**config.mk**
```make
export PLATFORM = sky130hd
export DESIGN_NAME = port_timeout_maint_control
export DESIGN_NICKNAME = d
export VERILOG_FILES = /design/src/core/port_ctl_pkg.sv /design/src/core/port_timeout_maint_control.sv /design/src/core/resp_timer.sv
export SDC_FILE = /design/constraint.sdc
export NUM_CORES = 1
export LEC_CHECK = 0
export BUFFER_PORTS_ARGS = -buffer_cell sky130_fd_sc_hd__buf_2
export CAP_MARGIN = 30
export CORE_MARGIN = 2
export CORE_UTILIZATION = 54
export CTS_BUF_LIST = sky130_fd_sc_hd__clkbuf_4 sky130_fd_sc_hd__clkbuf_8 sky130_fd_sc_hd__clkbuf_16
export DETAILED_ROUTE_END_ITERATION = 10
export PLACE_DENSITY = 0.89
export SLEW_MARGIN = 20
export SYNTH_ARGS = -nofsm -noshare
export SYNTH_HDL_FRONTEND = slang
export SYNTH_HIERARCHICAL = 1
export SYNTH_SLANG_ARGS = --single-unit
```
**constraint.sdc**
```tcl
create_clock -name i_clk -period 3.79 [get_ports i_clk]
set_clock_uncertainty 0.1 [all_clocks]
set_input_delay 0.379 -clock i_clk [delete_from_list [all_inputs] [get_ports i_clk]]
set_output_delay 0.379 -clock i_clk [all_outputs]
set_load 0.02 [all_outputs]
```
**src/core/port_ctl_pkg.sv**
```systemverilog
package port_ctl_pkg;
  localparam int          NUM_PORTS       = 4;
  localparam logic [11:0] ADDR_RT_CTL     = 12'h000;
  localparam logic [11:0] ADDR_GEN_CTL    = 12'h004;
  localparam logic [11:0] ADDR_PRESCALE   = 12'h020;
  localparam logic [11:0] ADDR_TO_STATUS  = 12'h024;
  localparam logic [11:0] ADDR_LM_REQ0    = 12'h040;
  localparam logic [11:0] ADDR_LM_RESP0   = 12'h060;
  localparam logic [11:0] PORT_STRIDE     = 12'h004;
  localparam int          TO_MSB          = 31;
  localparam int          TO_LSB          = 8;
  localparam logic [23:0] TO_RESET        = 24'hffffff;
  localparam int          HOST_BIT        = 31;
  localparam int          MEN_BIT         = 30;
  localparam int          DISC_BIT        = 29;
  localparam int          RV_BIT          = 31;
  localparam int          PRESCALE_W      = 4;
  localparam logic [3:0]  PRESCALE_RESET  = 4'h0;
  localparam logic [3:0]  TICK_MULT       = 4'hf;
  localparam logic [2:0]  CMD_RESET       = 3'h0;

  typedef struct packed {
    logic [4:0] ackid;
    logic [4:0] status;
  } link_resp_t;

  typedef struct packed {
    logic       valid;
    logic [2:0] cmd;
  } link_req_t;
endpackage

```
**src/core/port_timeout_maint_control.sv**
```systemverilog
`timescale 1ns/1ps
module port_timeout_maint_control (
  input  wire logic        i_clk,
  input  wire logic        i_rstn,
  input  wire logic        i_psel,
  input  wire logic        i_penable,
  input  wire logic        i_pwrite,
  input  wire logic [11:0] i_paddr,
  input  wire logic [31:0] i_pwdata,
  output logic [31:0]      o_prdata,
  output logic             o_pready,
  output logic             o_pslverr,
  output logic [3:0]       o_lreq_valid,
  output logic [11:0]      o_lreq_cmd,
  input  wire logic [3:0]  i_lreq_sent,
  input  wire logic [3:0]  i_lreq_expect_resp,
  input  wire logic [3:0]  i_lresp_valid,
  input  wire logic [39:0] i_lresp_data,
  input  wire logic [3:0]  i_req_sent,
  input  wire logic [3:0]  i_resp_rcvd,
  output logic             o_host,
  output logic             o_req_enable,
  output logic             o_discovered,
  output logic [3:0]       o_timeout_err
);
  localparam int NP = port_ctl_pkg::NUM_PORTS;

  logic [23:0] to_val_q;
  logic [3:0]  prescale_q;
  logic        host_q, men_q, disc_q;
  logic [3:0]  pre_cnt_q;
  logic [3:0]  mult_cnt_q;
  logic        tick_q;
  logic [31:0] prdata_q;
  logic        pready_q, pslverr_q;
  logic [3:0]  to_sticky_q;
  logic [3:0]  expired;
  logic [NP-1:0] rv_q;
  logic [NP-1:0] lreq_v_q;
  logic [NP-1:0] pending_q;
  logic [2:0]  cmd_q [NP];
  port_ctl_pkg::link_resp_t resp_q [NP];

  wire access = i_psel && i_penable && !pready_q;
  wire wr     = access && i_pwrite;
  wire rd     = access && !i_pwrite;
  wire sel_rt = (i_paddr == port_ctl_pkg::ADDR_RT_CTL);
  wire sel_gc = (i_paddr == port_ctl_pkg::ADDR_GEN_CTL);
  wire sel_ps = (i_paddr == port_ctl_pkg::ADDR_PRESCALE);
  wire sel_ts = (i_paddr == port_ctl_pkg::ADDR_TO_STATUS);
  logic [NP-1:0] sel_req, sel_resp;
  logic [31:0]   rd_port;
  logic          hit_port;

  genvar g;
  generate
    for (g = 0; g < NP; g++) begin : g_port
      localparam logic [11:0] OFS = port_ctl_pkg::PORT_STRIDE * 12'(g);
      wire lresp_hit = i_lresp_valid[g];
      wire sent_hit  = i_lreq_sent[g] && !i_lreq_expect_resp[g];
      wire rv_clr    = rd && sel_resp[g];
      assign sel_req[g]  = (i_paddr == port_ctl_pkg::ADDR_LM_REQ0 + OFS);
      assign sel_resp[g] = (i_paddr == port_ctl_pkg::ADDR_LM_RESP0 + OFS);

      always_ff @(posedge i_clk or negedge i_rstn) begin
        if (!i_rstn) begin
          cmd_q[g]    <= port_ctl_pkg::CMD_RESET;
          lreq_v_q[g] <= 1'b0;
          rv_q[g]     <= 1'b0;
          resp_q[g]   <= '0;
          pending_q[g] <= 1'b0;
        end else begin
          if (wr && sel_req[g]) begin
            cmd_q[g]    <= i_pwdata[2:0];
            lreq_v_q[g] <= 1'b1;
          end else if (i_lreq_sent[g]) begin
            lreq_v_q[g] <= 1'b0;
          end
          if (i_lreq_sent[g])
            pending_q[g] <= i_lreq_expect_resp[g];
          else if (lresp_hit)
            pending_q[g] <= 1'b0;
          if (lresp_hit)
            resp_q[g] <= i_lresp_data[g*10 +: 10];
          // Set wins over the read clear
          if (lresp_hit || sent_hit)
            rv_q[g] <= 1'b1;
          else if (rv_clr)
            rv_q[g] <= 1'b0;
        end
      end

      resp_timer u_timer (
        .i_clk     (i_clk),
        .i_rstn    (i_rstn),
        .i_tick    (tick_q),
        .i_start   (i_req_sent[g]),
        .i_done    (i_resp_rcvd[g]),
        .i_limit   (to_val_q),
        .o_expired (expired[g])
      );

      assign o_lreq_cmd[g*3 +: 3] = cmd_q[g];
    end
  endgenerate

  always_comb begin
    rd_port  = 32'h00000000;
    hit_port = 1'b0;
    for (int i = 0; i < NP; i++) begin
      if (sel_req[i]) begin
        rd_port  = {29'h0, cmd_q[i]};
        hit_port = 1'b1;
      end
      if (sel_resp[i]) begin
        rd_port  = {rv_q[i], 21'h0, resp_q[i]};
        hit_port = 1'b1;
      end
    end
  end

  wire        mapped = sel_rt || sel_gc || sel_ps || sel_ts || hit_port;
  wire [31:0] rd_mux = sel_rt ? {to_val_q, 8'h00} :
                       sel_gc ? {host_q, men_q, disc_q, 29'h0} :
                       sel_ps ? {28'h0, prescale_q} :
                       sel_ts ? {28'h0, to_sticky_q} : rd_port;

  // Shared timebase: one tick every 15*(prescale+1) clocks
  wire pre_wrap  = (pre_cnt_q == prescale_q);
  wire mult_wrap = (mult_cnt_q == port_ctl_pkg::TICK_MULT - 4'h1);

  always_ff @(posedge i_clk or negedge i_rstn) begin
    if (!i_rstn) begin
      pre_cnt_q  <= 4'h0;
      mult_cnt_q <= 4'h0;
      tick_q     <= 1'b0;
    end else begin
      tick_q <= pre_wrap && mult_wrap;
      pre_cnt_q <= pre_wrap ? 4'h0 : pre_cnt_q + 4'h1;
      if (pre_wrap)
        mult_cnt_q <= mult_wrap ? 4'h0 : mult_cnt_q + 4'h1;
    end
  end

  always_ff @(posedge i_clk or negedge i_rstn) begin
    if (!i_rstn) begin
      to_val_q   <= port_ctl_pkg::TO_RESET;
      prescale_q <= port_ctl_pkg::PRESCALE_RESET;
      host_q     <= 1'b0;
      men_q      <= 1'b0;
      disc_q     <= 1'b0;
    end else if (wr) begin
      if (sel_rt)
        to_val_q <= i_pwdata[port_ctl_pkg::TO_MSB:port_ctl_pkg::TO_LSB];
      if (sel_ps)
        prescale_q <= i_pwdata[port_ctl_pkg::PRESCALE_W-1:0];
      if (sel_gc) begin
        host_q <= i_pwdata[port_ctl_pkg::HOST_BIT];
        men_q  <= i_pwdata[port_ctl_pkg::MEN_BIT];
        disc_q <= i_pwdata[port_ctl_pkg::DISC_BIT];
      end
    end
  end

  always_ff @(posedge i_clk or negedge i_rstn) begin
    if (!i_rstn) begin
      to_sticky_q <= 4'h0;
    end else begin
      // Write one to clear; new expiry wins
      to_sticky_q <= expired | (to_sticky_q & ~((wr && sel_ts) ? i_pwdata[3:0] : 4'h0));
    end
  end

  always_ff @(posedge i_clk or negedge i_rstn) begin
    if (!i_rstn) begin
      pready_q  <= 1'b0;
      pslverr_q <= 1'b0;
      prdata_q  <= 32'h00000000;
    end else begin
      pready_q  <= access;
      pslverr_q <= access && !mapped;
      if (rd)
        prdata_q <= mapped ? rd_mux : 32'h00000000;
    end
  end

  assign o_prdata      = prdata_q;
  assign o_pready      = pready_q;
  assign o_pslverr     = pslverr_q;
  assign o_lreq_valid  = lreq_v_q;
  assign o_host        = host_q;
  assign o_req_enable  = men_q;
  assign o_discovered  = disc_q;
  assign o_timeout_err = to_sticky_q;
endmodule // port_timeout_maint_control

```
**src/core/resp_timer.sv**
```systemverilog
`timescale 1ns/1ps
// One response timer per port; counts shared timebase ticks
module resp_timer (
  input  wire logic        i_clk,
  input  wire logic        i_rstn,
  input  wire logic        i_tick,
  input  wire logic        i_start,
  input  wire logic        i_done,
  input  wire logic [23:0] i_limit,
  output logic             o_expired
);
  logic        busy_q;
  logic [23:0] cnt_q;
  logic        exp_q;
  wire         hit = busy_q && i_tick && (cnt_q == i_limit - 24'h000001);

  always_ff @(posedge i_clk or negedge i_rstn) begin
    if (!i_rstn) begin
      busy_q <= 1'b0;
      cnt_q  <= 24'h000000;
      exp_q  <= 1'b0;
    end else begin
      exp_q <= hit && !i_done;
      if (i_start) begin
        // Zero count disables the timer
        busy_q <= (i_limit != 24'h000000);
        cnt_q  <= 24'h000000;
      end else if (i_done || hit) begin
        busy_q <= 1'b0;
      end else if (busy_q && i_tick) begin
        cnt_q <= cnt_q + 24'h000001;
      end
    end
  end

  assign o_expired = exp_q;
endmodule // resp_timer
```
=== Word level (Yosys, flattened, before mapping) ===
Index checks and enable logic that the tools add are counted.

* Add/subtract/negate cells: 7
* Eq/ne operators: 21
* Mux-type cells: 60
* Bitwise gates (word level): 3
* Reductions and logical operators: 79

{| class="wikitable"
|+ Operator list
! kind !! count
|-
| $mux 32 || 12
|-
| $mux 24 || 12
|-
| $add 24x1->24 const B || 4
|-
| $eq 12x7->1 const B || 8
|-
| $eq 24x24->1 || 4
|-
| $mux 1 || 32
|-
| $reduce_bool 2->1 || 16
|-
| $logic_and 1x1->1 || 31
|-
| $eq 12x6->1 const B || 2
|-
| $reduce_bool 24->1 || 1
|-
| $sub 24x1->24 const B || 1
|-
| $reduce_and 2->1 || 7
|-
| $eq 12x3->1 const B || 1
|-
| $logic_not 12->1 || 1
|-
| $logic_or 1x1->1 || 12
|-
| $mux 4 || 3
|-
| $logic_not 1->1 || 11
|-
| $add 4x1->4 const B || 2
|-
| $ne 2x2->1 const B || 4
|-
| $and 4x4->4 || 1
|-
| $eq 4x4->1 || 1
|-
| $eq 4x4->1 const B || 1
|-
| $not 4->4 || 1
|-
| $or 4x4->4 || 1
|-
| $mux 3 || 1
|}

* Bits in registers: 242
* Input bits: 109
* Output and inout port bits: 57
* Logic and storage cells: 214

=== Logic depth before layout (Yosys ltp) ===
* Depth in word-level cells: 14
* Gate-level depth with buffers: 13
* Depth with buffers taken out: 10

=== Modules after synthesis ===
The synthesis kept the hierarchy.

{| class="wikitable"
|+ Modules (own cells, without submodules)
! module !! instances !! cells an instance !! area each (µm²) !! seq. area each (µm²)
|-
| port_timeout_maint_control || 1 || 476 || 6079.6 || 3483.3
|-
| resp_timer at g_port[2].u_timer ... || 2 || 281 || 2364.8 || 650.6
|-
| resp_timer at g_port[0].u_timer ... || 2 || 283 || 2319.7 || 650.6
|}

=== Least setup slack after synthesis ===
OpenSTA, ideal clock, no wires.

* Kind: register to register
* Start: register to_val_q[0]
* End: register g_port[0].u_timer.cnt_q[1]
* Setup time: 0.132 ns
* Arrival: 3.532 ns
* Required time: 3.558 ns
* Path slack: 0.026 ns
* Cell stages (with the launch flop): 14
* Path buffers: 3
* Period minus slack after synthesis: 3.764 ns
* Cell sequence: dfstp_2 > clkbuf_1 > inv_1 > ha_1 > or4b_4 > or4b_4 > or3_1 > a2111oi_2 > o211ai_2 > o21ai_4 > buf_6 > buf_8 > mux2i_1 > nor2_1

* Word-level cells in the longest chain between the ends: 6

{| class="wikitable"
|+ Ends and longest elaborated chain
! item !! RTL line !! source
|-
| from (decl) || port_timeout_maint_control.sv:28 || <nowiki>logic [23:0] to_val_q;</nowiki>
|-
| from (signal assigned) || port_timeout_maint_control.sv:147 || <nowiki>to_val_q <= port_ctl_pkg::TO_RESET;</nowiki>
|-
| from (signal assigned) || port_timeout_maint_control.sv:154 || <nowiki>to_val_q <= i_pwdata[port_ctl_pkg::TO_MSB:port_ctl_pkg::TO_LSB];</nowiki>
|-
| $sub 24x1->24 || resp_timer.sv:15 || <nowiki>wire hit = busy_q && i_tick && (cnt_q == i_limit - 24'h000001);</nowiki>
|-
| $eq 24x24->1 || resp_timer.sv:15 ||
|-
| $logic_and 1x1->1 || resp_timer.sv:15 ||
|-
| $logic_or 1x1->1 || resp_timer.sv:28 || <nowiki>end else if (i_done || hit) begin</nowiki>
|-
| $ne 2x2->1 (no line) || - ||
|-
| $reduce_and 2->1 (no line) || - ||
|-
| to (signal assigned) || resp_timer.sv:31 || <nowiki>cnt_q <= cnt_q + 24'h000001;</nowiki>
|-
| to (decl) || resp_timer.sv:13 || <nowiki>logic [23:0] cnt_q;</nowiki>
|}

Every way passes these cells.
A chain may end at the register's enable or synchronous reset.

=== Worst setup path in the final report ===
Same ends and word-level chain as after synthesis.

==> parameters.txt <==
Parameter                              Value

Layout
  Nets@finish ... 1,959
  Area Overhead vs Synth ... 19.0%
  Share of the core filled with cells in the final layout ... 0.656
  Post-route insts no fill ... 2,239
  Number of antenna repair diodes ... 0
  Final-layout fill cell count ... 2,128
  Layout cells sized above 1 ... 0.247

Clocking
  Clk slew on worst S/H paths ... 0.06 ns
  CTS buffer count ... 26
  Htree depth ... 1
  Cell at the root of the clock tree ... sky130_fd_sc_hd__clkbuf_16
  Clock Tree Buf Depth ... 3
  Total clock sinks ... 242
  TritonCTS clock tree ... yes
  Worst-skew pair later-pin latency ... between 0.5 and 0.6 ns

Power and ir drop
  Net switching power figure ... 1.43 mW
  Post-route total power ... 5.95 mW
  Pwr per Cell Area ... about 320 mW/mm²
  Switching part of the total ... 0.241
  Largest vdd supply drop ... a little under 0.3 mV
  Share of total power in the clock network ... 0.455
  Flop pwr share ... 0.459
  Proportion of power drawn by combinational gates ... 0.086
  Internal Pwr Total ... 4.52 mW
  Static Leak ... roughly 8 nW

Floorplan
  Standard-cell rows ... 61
  Area enclosed by the die boundary ... 0.0300 mm²
  Vertical die dimension ... around 170 µm
  Placeable core region ... 0.0280 mm²
  Count of boundary I/O pins ... 166
  Initial core utilization ... 0.552
  Width of the die ... between 150 and 200 µm

Global route
  Global-route met2 utilization ... 0.521
  Global routing's busiest layer ... met2
  Met1 track demand over resource ... 0.393
  Met3 Resource Use GR ... 0.0504
  Vias in the first global route ... around 14,000
  First-pass GRT wire length ... 76.5 mm
  Total global routing overflow ... 0
  Initial antenna violation count ... 0
  Largest net degree at the start of global routing ... 124
  All-layer global routing usage ... 0.312

Worst setup path
  Data required time at the worst endpoint ... between 4 and 5 ns
  Worst reg2reg path startpoint ... to_val_q[0]$_DFFE_PN1P_
  Largest fanout on the critical path ... 11
  Endpoint of the most critical register-to-register path ... g_port[0].u_timer/cnt_q[1]$_DFFE_PN0P_
  Number of cells traversed by the worst register-to-register path ... 11
  Worst Path Class, Setup ... reg -> reg
  Register-to-register path setup slack ... roughly 0.17 ns
  Arrival @ worst endpoint ... between 3 and 4 ns
  Crit start category ... flop
  Endpoint kind of the worst setup timing path ... flop

Detailed routing
  Number of DRC violations after detailed routing ... 0
  Total via count after detailed routing ... 14,600
  Iteration-0 DRC count of the detailed router ... 1,713
  Iteration count of the initial detailed-routing pass ... 6
  Drt total wl ... just under 50 mm
  Antenna Violating Nets Remaining ... 0
  Vias per cell ... 6.54
  Per-cell routed wire length ... 21.4 µm

Placed design
  Global placer's final weighted congestion ... 0.959
  Post-detailed-placement half-perimeter wirelength ... 32.1 mm
  Number of placed cells counting well taps ... 2,119
  Port bufs ... 161

Yosys
  Total nets after synthesis ... approximately 1,700
  Post-synthesis sequential area ratio ... 0.394
  Post-synth EDFFs ... 0
  Cell area after technology mapping ... 0.0154 mm²
  Proportion of synthesized flip-flops having asynchronous set or reset ... 1.00
  Average size of a mapped cell ... between 9 and 10 µm²
  Yosys warning count ... 6
  Number of synthesized register bits ... 242
  Number of different library cells in the post-synthesis netlist ... between 90 and 100
  Post-Syn Instances ... 1,604
  Most common flop cell mapped by yosys ... sky130_fd_sc_hd__dfrtp_1

Timing
  Final count of pins violating max slew ... 0
  Slew at the pin closest to its max-slew limit ... approximately 1 ns
  Timing-limited maximum frequency ... between 0.2 and 0.3 GHz
  Final period demand of the worst path ... approximately 3.6 ns
  Final worst-path cycle share ... 0.956
  Setup violation total in the final timing report ... 0
  Worst hold-check slack ... 0.0177 ns
  Headroom to the max-slew limit ... 0.340
  Final Hold Violating Endpoints ... 0

Worst hold path
  Worst min-delay path class ... in -> reg
  Startpoint of the lowest-slack hold path ... i_pwdata[19]
  Number of instances on the worst hold path ... 2
  Hold Path Sink ... to_val_q[11]$_DFFE_PN1P_

Outcome
  Outcome ... completed

Run
  Number of violations of the max-capacitance limit ... 0
[registers in the layout (all words and copies together), names as in the netlist, 12 cells and up]
| signal | count |
|---|---|
| to_val_q | 24 |
| o_lreq_cmd | 12 |
| g_port.u_timer/cnt_q | 96 |
| resp_q | 40 |
| o_prdata | 32 |
[cell type report]
| type | count | area [µm²] | area share |
|---|---|---|---|
| multi-input cells | 1241 | 8780 | 0.478 |
| flip-flops and latches | 242 | 6090 | 0.331 |
| repair buffers | 288 | 1970 | 0.107 |
| clock buffers | 41 | 788 | 0.0429 |
| well taps | 378 | 473 | 0.0257 |
| inverters | 42 | 158 | 0.00858 |
| clock inverters | 7 | 121 | 0.00660 |
[Yosys cell counts, types with 23 or more instances]
| master | n | area share |
|---|---|---|
| sky130_fd_sc_hd__xor2_1 | 55 | 0.031 |
| sky130_fd_sc_hd__mux2_2 | 88 | 0.064 |
| sky130_fd_sc_hd__dfrtp_1 | 218 | 0.35 |
| sky130_fd_sc_hd__o31ai_1 | 37 | 0.018 |
| sky130_fd_sc_hd__nor3_1 | 35 | 0.011 |
| sky130_fd_sc_hd__or4_1 | 46 | 0.022 |
| sky130_fd_sc_hd__or3_1 | 71 | 0.029 |
| sky130_fd_sc_hd__nor4_1 | 25 | 0.010 |
| sky130_fd_sc_hd__dfstp_2 | 24 | 0.041 |
| sky130_fd_sc_hd__nor2_1 | 90 | 0.022 |
| sky130_fd_sc_hd__nand3_1 | 52 | 0.017 |
| sky130_fd_sc_hd__o21ai_1 | 36 | 0.012 |
| sky130_fd_sc_hd__o21ai_0 | 69 | 0.022 |
| sky130_fd_sc_hd__nand2_1 | 106 | 0.026 |
| sky130_fd_sc_hd__xnor2_1 | 67 | 0.038 |
| sky130_fd_sc_hd__clkbuf_1 | 42 | 0.010 |
| sky130_fd_sc_hd__and3_1 | 23 | 0.0093 |
| sky130_fd_sc_hd__inv_1 | 42 | 0.010 |
| sky130_fd_sc_hd__a21oi_1 | 95 | 0.031 |
| sky130_fd_sc_hd__nand4_1 | 42 | 0.017 |
[cell usage in the layout, fill, tap and decap left out, drive strengths merged, types with 24 or more instances in the layout]
| cell type | count |
|---|---|
| inv | 42 |
| dfstp | 24 |
| a21oi | 95 |
| o31ai | 37 |
| xnor2 | 67 |
| mux2 | 96 |
| buf | 218 |
| nand4 | 47 |
| or4 | 47 |
| nor3 | 41 |
| o21ai | 107 |
| clkbuf | 41 |
| nor4 | 37 |
| xor2 | 55 |
| nand3 | 54 |
| dfrtp | 218 |
| nor2 | 92 |
| nand2 | 107 |
| dlygate4sd3 | 70 |
| or3 | 72 |
[critical path, cell delays in order (launching register included)]
cell	delay (ns)
sky130_fd_sc_hd__dfstp_2	0.43
sky130_fd_sc_hd__inv_1	0.07
sky130_fd_sc_hd__ha_1	0.16
sky130_fd_sc_hd__or4b_4	0.47
sky130_fd_sc_hd__or4b_4	0.56
sky130_fd_sc_hd__or3_1	0.37
sky130_fd_sc_hd__a2111oi_2	0.39
sky130_fd_sc_hd__o211ai_2	0.22
sky130_fd_sc_hd__o21ai_4	0.26
sky130_fd_sc_hd__buf_4	0.21
sky130_fd_sc_hd__mux2i_1	0.19
sky130_fd_sc_hd__nor2_1	0.05
[kinds of logic after synthesis]
group / Yosys count / synth area share
and+or+nand+nor: 618 / 0.239
xor gates and xnor gates: 122 / 0.0692
buffers and inverters: 121 / 0.0400
DFF: 242 / 0.394
AOI/OAI and AO/OA: 376 / 0.166
adders and majority gates: 9 / 0.00729
muxes: 116 / 0.0849
[power groups by stage]
stage | sequential, mW | combinational [mW] | clock, mW
after floorplan | 2.75 | 0.237 | 0
after CTS | 2.72 | 0.498 | 2.74
after global placement | 2.76 | 0.415 | 0
after detailed placement | 2.77 | 0.437 | 0
final | 2.73 | 0.513 | 2.71
after global routing | 2.74 | 0.555 | 2.85
[metal layers]
layer | routed length (µm) | part of all wire | vias up
li1 | - | - | 6498
met1 | 18200 | 0.38 | 7072
met2 | 22300 | 0.47 | 879
met3 | 4760 | 0.099 | 193
met4 | 2780 | 0.058 | 0
met5 | 0 | 0 | -
[timing repair]
| action | 4_1_cts | 5_1_grt |
|---|---|---|
| endpoints found under the setup margin | 0 | 14 |
| endpoints found under the hold margin | 189 | 0 |
| hold buffers | 70 | 0 |
| resized for setup | 0 | 5 |
| setup buffers | 0 | 2 |
[through the flow]
stage / setup TNS [ns] / setup slack, ns / cell area [µm²]
floorplan: 0 / 0.0261 / 15400
detailed placement: 0 / 0.170 / 16700
CTS: 0 / 0.136 / 18300
global route: -0.00257 / -0.00257 / 18400
finish: 0 / 0.168 / 18400
global placement: 0 / 0.189 / 16700
[how the worst max path moves through the flow]
stage	startpoint	to	slack (ns)	cells past startpoint
CTS	to_val_q[0]$_DFFE_PN1P_	g_port[1].u_timer/cnt_q[21]$_DFFE_PN0P_	0.14	12
detailed placement	to_val_q[0]$_DFFE_PN1P_	g_port[0].u_timer/cnt_q[1]$_DFFE_PN0P_	0.17	11
floorplan	to_val_q[0]$_DFFE_PN1P_	g_port[0].u_timer/cnt_q[1]$_DFFE_PN0P_	0.03	13
finish	to_val_q[0]$_DFFE_PN1P_	g_port[0].u_timer/cnt_q[1]$_DFFE_PN0P_	0.17	11
global route	to_val_q[0]$_DFFE_PN1P_	g_port[0].u_timer/cnt_q[1]$_DFFE_PN0P_	-0.003	11
global placement	to_val_q[0]$_DFFE_PN1P_	g_port[0].u_timer/cnt_q[1]$_DFFE_PN0P_	0.19	11
Power figures use the tool's default switching activity.
